===== src/verilog/monitor_pkg.sv =====
/*
  constants, types and select codes for the analog monitor channel select logic.
  assumes the control bits come from register logic on the same clock.
*/
`default_nettype none

package monitor_pkg;

  localparam int SEL_W = 5;
  localparam int CHAN_N = 24;

  // ==========================================================================
  // select codes
  localparam logic [4:0] SEL_OFF = 5'h00;
  localparam logic [4:0] SEL_VIN = 5'h01;
  localparam logic [4:0] SEL_AON = 5'h02;
  localparam logic [4:0] SEL_CELL = 5'h03;
  localparam logic [4:0] SEL_BUCK_FIRST = 5'h04;
  localparam logic [4:0] SEL_BUCK_LAST = 5'h09;
  localparam logic [4:0] SEL_BUCK7 = 5'h0A;
  localparam logic [4:0] SEL_LDO_FIRST = 5'h0B;
  localparam logic [4:0] SEL_LDO_LAST = 5'h0E;
  localparam logic [4:0] SEL_TEMP_DIE = 5'h0F;
  localparam logic [4:0] SEL_TEMP_FIRST = 5'h10;
  localparam logic [4:0] SEL_TEMP_LAST = 5'h18;

  // ==========================================================================
  // timing
  localparam int CLK_MHZ = 125;
  localparam int SETTLE_TIME_US = 50;
  localparam int SETTLE_CYCLES = SETTLE_TIME_US * CLK_MHZ;
  localparam int SETTLE_W = 13;

  // ==========================================================================
  // types
  typedef enum logic [2:0] {
    DIV_NONE = 3'h0,
    DIV_1 = 3'h1,
    DIV_1P25 = 3'h2,
    DIV_2P86 = 3'h3,
    DIV_3 = 3'h4,
    DIV_3P33 = 3'h5,
    DIV_3P5 = 3'h6,
    DIV_4 = 3'h7
  } divider_e;

  typedef enum logic [2:0] {
    ST_PARKED = 3'b001,
    ST_HIZ = 3'b010,
    ST_ROUTED = 3'b100
  } mon_state_e;

  typedef struct packed {
    logic monitor_out_enable;
    logic [SEL_W-1:0] monitor_channel_select;
  } mon_ctrl_s;

  typedef struct packed {
    logic [CHAN_N-1:0] channel_onehot;
    divider_e divider;
    logic buffer_enable;
    logic pulldown_enable;
  } switch_ctrl_s;

  localparam switch_ctrl_s SWITCH_RESET = '{
    channel_onehot: '0, divider: DIV_NONE, buffer_enable: 1'b0, pulldown_enable: 1'b1};

endpackage

`default_nettype wire


===== src/verilog/analog_monitor_channel_select.sv =====
/*
  analog monitor channel select: turns the enable bit and the 5-bit select into
  switch, divider, buffer and pull-down controls for the monitor multiplexer.
  assumes the control bits, system-on level and buck settings come from logic on
  i_clk; the analog switches and the pin driver sit outside this module.
*/
`default_nettype none

module analog_monitor_channel_select import monitor_pkg::*; #(
  parameter int SETTLE_CYC = SETTLE_CYCLES
) (
  input wire logic i_clk,
  input wire logic i_rstn,
  input wire mon_ctrl_s i_ctrl,
  input wire logic i_system_on,
  input wire logic [5:0] i_buck_at_1v8,
  output switch_ctrl_s o_switch,
  output logic o_reserved_code,
  output logic o_settled
);

  // ==========================================================================
  // decode helpers
  function automatic logic is_reserved(input logic [SEL_W-1:0] code);
    return code > SEL_TEMP_LAST;
  endfunction

  function automatic logic [CHAN_N-1:0] chan_decode(input logic [SEL_W-1:0] code);
    logic [CHAN_N-1:0] oh;
    oh = '0;
    // code 0 and reserved codes close no switch
    if (code != SEL_OFF && !is_reserved(code)) begin
      oh[code - SEL_VIN] = 1'b1;
    end
    return oh;
  endfunction

  function automatic divider_e div_decode(input logic [SEL_W-1:0] code,
                                          input logic [5:0] at_1v8);
    divider_e d;
    logic [SEL_W-1:0] idx;
    d = DIV_NONE;
    idx = code - SEL_BUCK_FIRST;
    if (code == SEL_VIN) begin
      d = DIV_4;
    end else if (code == SEL_AON) begin
      d = DIV_3P5;
    end else if (code == SEL_CELL) begin
      d = DIV_3;
    end else if (code >= SEL_BUCK_FIRST && code <= SEL_BUCK_LAST) begin
      d = at_1v8[idx[2:0]] ? DIV_1P25 : DIV_1;
    end else if (code == SEL_BUCK7) begin
      d = DIV_2P86;
    end else if (code >= SEL_LDO_FIRST && code <= SEL_LDO_LAST) begin
      d = DIV_3P33;
    end else if (code >= SEL_TEMP_DIE && code <= SEL_TEMP_LAST) begin
      d = DIV_1;
    end
    return d;
  endfunction

  // ==========================================================================
  // state
  mon_state_e state_q;
  mon_state_e state_d;
  logic [SEL_W-1:0] sel_q;
  logic [SEL_W-1:0] sel_d;
  switch_ctrl_s switch_q;
  switch_ctrl_s switch_d;
  logic reserved_q;
  logic reserved_d;
  logic restart;
  logic routed_next;

  // ==========================================================================
  // next state and switch controls
  always_comb begin
    state_d = ST_PARKED;
    sel_d = sel_q;
    reserved_d = 1'b0;
    // outside system-on the pin is parked like a disabled monitor
    if (!i_ctrl.monitor_out_enable || !i_system_on) begin
      state_d = ST_PARKED;
    end else if (i_ctrl.monitor_channel_select == SEL_OFF) begin
      state_d = ST_HIZ;
    end else if (is_reserved(i_ctrl.monitor_channel_select)) begin
      state_d = ST_HIZ;
      reserved_d = 1'b1;
    end else begin
      state_d = ST_ROUTED;
      sel_d = i_ctrl.monitor_channel_select;
    end
  end

  always_comb begin
    switch_d = SWITCH_RESET;
    unique case (state_d)
      ST_PARKED: begin
        // select is ignored entirely here
        switch_d.pulldown_enable = 1'b1;
      end
      ST_HIZ: begin
        switch_d.pulldown_enable = 1'b0;
      end
      ST_ROUTED: begin
        switch_d.pulldown_enable = 1'b0;
        switch_d.buffer_enable = 1'b1;
        switch_d.channel_onehot = chan_decode(i_ctrl.monitor_channel_select);
        switch_d.divider = div_decode(i_ctrl.monitor_channel_select, i_buck_at_1v8);
      end
    endcase
  end

  // a fresh route or a channel change restarts the settle wait
  always_comb begin
    routed_next = (state_d == ST_ROUTED);
    restart = routed_next && ((state_q != ST_ROUTED) ||
              (sel_q != i_ctrl.monitor_channel_select));
  end

  always_ff @(posedge i_clk) begin
    if (!i_rstn) begin
      state_q <= ST_PARKED;
      sel_q <= SEL_OFF;
      switch_q <= SWITCH_RESET;
      reserved_q <= 1'b0;
    end else begin
      state_q <= state_d;
      sel_q <= sel_d;
      switch_q <= switch_d;
      reserved_q <= reserved_d;
    end
  end

  // ==========================================================================
  // settle indication for the reader
  settle_timer #(
    .CYCLES(SETTLE_CYC)
  ) u_settle (
    .i_clk(i_clk),
    .i_rstn(i_rstn),
    .i_active(routed_next),
    .i_restart(restart),
    .o_done(o_settled)
  );

  assign o_switch = switch_q;
  assign o_reserved_code = reserved_q;

endmodule

`default_nettype wire


===== src/verilog/settle_timer.sv =====
/*
  settle timer: counts the output settling time after each restart.
  assumes restart and active come from logic on the same clock.
*/
`default_nettype none

module settle_timer import monitor_pkg::*; #(
  parameter int CYCLES = SETTLE_CYCLES
) (
  input wire logic i_clk,
  input wire logic i_rstn,
  input wire logic i_active,
  input wire logic i_restart,
  output logic o_done
);

  logic [SETTLE_W-1:0] count_q;
  logic [SETTLE_W-1:0] count_d;
  logic done_q;
  logic done_d;

  // ==========================================================================
  // countdown
  always_comb begin
    count_d = count_q;
    done_d = done_q;
    if (!i_active) begin
      count_d = '0;
      done_d = 1'b0;
    end else if (i_restart) begin
      count_d = SETTLE_W'(CYCLES - 1);
      done_d = 1'b0;
    end else if (count_q != '0) begin
      count_d = count_q - SETTLE_W'(1);
    end else begin
      done_d = 1'b1;
    end
  end

  always_ff @(posedge i_clk) begin
    if (!i_rstn) begin
      count_q <= '0;
      done_q <= 1'b0;
    end else begin
      count_q <= count_d;
      done_q <= done_d;
    end
  end

  assign o_done = done_q;

endmodule

`default_nettype wire

===== config.mk =====
export PLATFORM = sky130hd
export DESIGN_NAME = analog_monitor_channel_select
export DESIGN_NICKNAME = d
export VERILOG_FILES = /design/src/verilog/monitor_pkg.sv /design/src/verilog/analog_monitor_channel_select.sv /design/src/verilog/settle_timer.sv
export SDC_FILE = /design/constraint.sdc
export NUM_CORES = 1
export LEC_CHECK = 0
export ABC_AREA = 1
export BUFFER_PORTS_ARGS = -buffer_cell sky130_fd_sc_hd__buf_2
export CORE_MARGIN = 2
export CORE_UTILIZATION = 40
export DETAILED_ROUTE_END_ITERATION = 10
export PLACE_DENSITY = 0.73
export SLEW_MARGIN = 20
export SYNTH_ARGS = -nofsm -noshare
export SYNTH_HDL_FRONTEND = slang
export SYNTH_SLANG_ARGS = --single-unit
export TNS_END_PERCENT = 100

===== constraint.sdc =====
create_clock -name i_clk -period 3.8 [get_ports i_clk]
set_input_delay 0.38 -clock i_clk [delete_from_list [all_inputs] [get_ports i_clk]]
set_output_delay 0.38 -clock i_clk [all_outputs]
set_load 0.02 [all_outputs]

==> parameters.txt <==
Parameter                              Value

Outcome
  Run status ... finished clean

Floorplanning
  Floorplan die height ... 76.86 um
  Initial cell density of the core ... between 40% and 50%
  Area of the die ... approximately 5900 um2
  Placeable Area ... 5107 um2
  Row count ... 26
  Top Ports ... 46
  Die W ... 76.86 um

Placed design
  DP Cell Count ... 406
  Placer Congestion ... between 0.8 and 0.9
  Total of buffers placed on input and output ports ... 45
  HPWL after detailed placement ... 3458 um
  Placed cell area ... 2414 um2
  Placement-stage worst setup slack ... around 2.2 ns

Min path
  Hold wc startpoint ... i_rstn
  Min-Delay Path Class ... input port to flip-flop

Drt
  DRT antenna net count ... 0
  Wire length reported by the detailed router ... 4450 um
  Residual DRC ... 0
  Total vias in the final route ... 1,928
  Iteration count of the initial detailed-routing pass ... 4
  Initial DRC count ... between 90 and 100
  Vias per cell ... 4.657
  Routed wire length per instance ... 10.75 um

GRT
  Maximum number of pins on one net before global-route repair ... 16
  Wire length of the first global-routing pass ... 7893 um
  Leftover overflow at the end of global routing ... 0
  Vias in the first global route ... between 1,500 and 2,000
  Initial antenna violation count ... 0
  Total Routing Usage GR ... approximately 17%
  Peak-usage layer in the global routing report ... met2
  Met1 Use GR ... approximately a fifth
  GR Util met3 ... 3.765%
  GRT met2 Usage ... between 20% and 30%

Worst setup path
  Worst-path fanout max ... 7
  Sort of element at the end of the critical path ... flip-flop
  WS Path Type ... flip-flop to flip-flop
  CP Data Arrival Time ... 1.79 ns
  Reg-to-reg slack, setup ... 2.21 ns
  Reg-to-reg startpoint ... u_settle.count_q[0]
  Required time of the critical path ... 4.01 ns
  Critical Path Start ... u_settle.count_q[0]
  CP startpoint kind ... flip-flop

Layout
  Total non-filler cell area in the finished layout ... approximately 2500 um2
  Number of nets in the layout ... 359
  Layout filler cell count ... approximately 540
  Number of antenna diodes ... 0
  Final instance count without filler cells ... 414
  Area growth, synth to finish ... 19.21%
  Most common cell after layout, fill and taps aside ... nor2_1
  Highest-count cells in the layout ignoring fill and taps ... nor2_1, nand2_1, dfxtp_1
  Proportion of layout cells with a drive suffix above 1 ... a little over a fifth

Synth
  Cell area after synthesis ... 2123 um2
  Register bit count reported by yosys ... 51
  Sequential cell area fraction in the yosys report ... between 40 and 50%
  Net count after synthesis ... 311
  Distinct cell type count after synthesis ... 27
  Number of warnings issued by yosys ... 0
  Post-Synthesis Cells ... 295
  Mean instance size in the synthesized netlist ... around 7 um2

Clocking
  Cts repair resizes ... 0
  Clock tree root buffer cell ... clkbuf_8
  Num CTS Buffers ... 5
  CTS H-tree lvls ... 2
  Max Buffers Root-to-Sink ... 2
  CTS tree ... built
  Hold buffer count at CTS ... 0
  Clock sinks ... slightly above 50
  Clock insertion delay at the later pin of the skew report ... about 0.3 ns
  Clock slew seen by the registers of the worst setup and hold paths ... 0.09 ns
  Number of setup buffers added after CTS ... 0

STA
  Final Hold Vio Count ... 0
  RSZ-0062 raised after global routing ... no
  Maximum clock skew at final layout ... 0.004472 ns
  Final-report setup violation count ... 0
  Min cycle time layout ... 1.589 ns
  Max_slew headroom ... 77.86%
  Fmax achieved ... 629.2 MHz
  Post-route setup slack ... 2.211 ns
  Final TNS setup ... 0 ns
  Portion of the clock cycle consumed by the worst path in the final layout ... 41.82%
  Slew @ Worst Pin ... approximately 0.33 ns
  Max-slew violation count ... 0

Power and ir drop
  Net Switching ... 253.4 uW
  Cell-internal power ... 792.5 uW
  Post-layout power ... around 1000 uW
  Max VDD drop ... 0.1919 mV
  Power density over cell area ... 413.2 nW/um2
  Combinational group share of total power ... 10.9%
  Flop pwr share ... 52.3%
  Power share of the clock group ... 36.8%
  Leak ... 0.001210 uW
  Switching portion of total power ... 24.23%

Run
  Max-capacitance violation count ... 0
-- power groups by stage --
| stage | Clock (uW) | Sequential, uW | Combinational, uW |
|---|---|---|---|
| final | 385 | 547 | 114 |
| after global routing | 415 | 548 | 132 |
| after CTS | 396 | 547 | 114 |
| after detailed placement | 0 | 560 | 114 |
| after global placement | 0 | 559 | 112 |
| after floorplan | 0 | 561 | 83.4 |
-- area by class of cell --
class	instances	area, um2	area share [%]
tap	70	87.58	3.460
timing repair buffer	45	225.2	8.898
sequential	51	1021	40.34
clock buffer	6	82.58	3.262
multi-input combinational	202	934.6	36.93
inverter	38	145.1	5.734
clock inverter	2	35.03	1.384
-- stage by stage --
step	utilization, %	hold WS (ns)
floorplan	-	0.4357
global placement	47.26	0.4533
detailed placement	47.26	0.4640
CTS	49.56	0.3353
global route	49.56	0.3446
finish	49.56	0.3446
-- routing by layer --
layer  share of wire, %  vias up
met4                1.7        0
met1                 45      865
met2                 49       40
li1                   -     1016
met5                  0        -
met3                4.1        7
-- state kept, by name, summed over array words and instances (netlist names) --
register	cells
o_reserved_code	1
o_switch	29
sel_q	5
state_q	2
u_settle.count_q	13
u_settle.o_done	1
-- final timing paths --
| check | depth (start not counted) | to |
|---|---|---|
| hold / removal | 3 | sel_q[4] |
| setup reg to reg | 8 | u_settle.count_q[7] |
| setup / recovery | 8 | u_settle.count_q[7] |
| hold reg to reg | 2 | sel_q[4] |
-- worst max-delay path, cell delays in order, from the launching register on --
cell and delay [ns]:
dfxtp_1 0.32, inv_1 0.13, ha_1 0.24, nand2_1 0.12
nor2_1 0.15, nand2_1 0.20, nand2_1 0.14, xor2_1 0.14
nor2_1 0.05
-- logic make-up after synthesis --
family | share of synthesized area, %
XOR/XNOR | 1.238
flip-flops | 48.08
AND/OR/NAND/NOR | 35.00
adder cells (fa/ha/maj) | 0.5892
AO/OA/AOI/OAI | 7.189
buffers and inverters | 7.896
-- cells in the mapped netlist --
cell | number | share of area [%]
inv_4 | 1 | 0.29
xnor2_1 | 1 | 0.41
buf_4 | 1 | 0.35
nor2_2 | 2 | 0.59
inv_1 | 32 | 5.7
o21ai_0 | 11 | 2.6
a21oi_2 | 1 | 0.41
clkinv_1 | 1 | 0.18
nand2_2 | 9 | 2.7
o21a_1 | 1 | 0.35
and2_1 | 1 | 0.29
inv_2 | 4 | 0.71
nand4_1 | 8 | 2.4
nand3_1 | 18 | 4.2
a31o_2 | 1 | 0.41
nor2_4 | 2 | 1.1
nand3_4 | 1 | 0.83
nor3_1 | 3 | 0.71
dfxtp_1 | 51 | 48
a21oi_1 | 11 | 2.6
o211ai_1 | 1 | 0.35
nor2_1 | 74 | 13
xor2_1 | 2 | 0.83
ha_1 | 1 | 0.59
o21ai_1 | 2 | 0.47
buf_2 | 3 | 0.71
nand2_1 | 52 | 9.2
(Power assumes the default switching activity.)
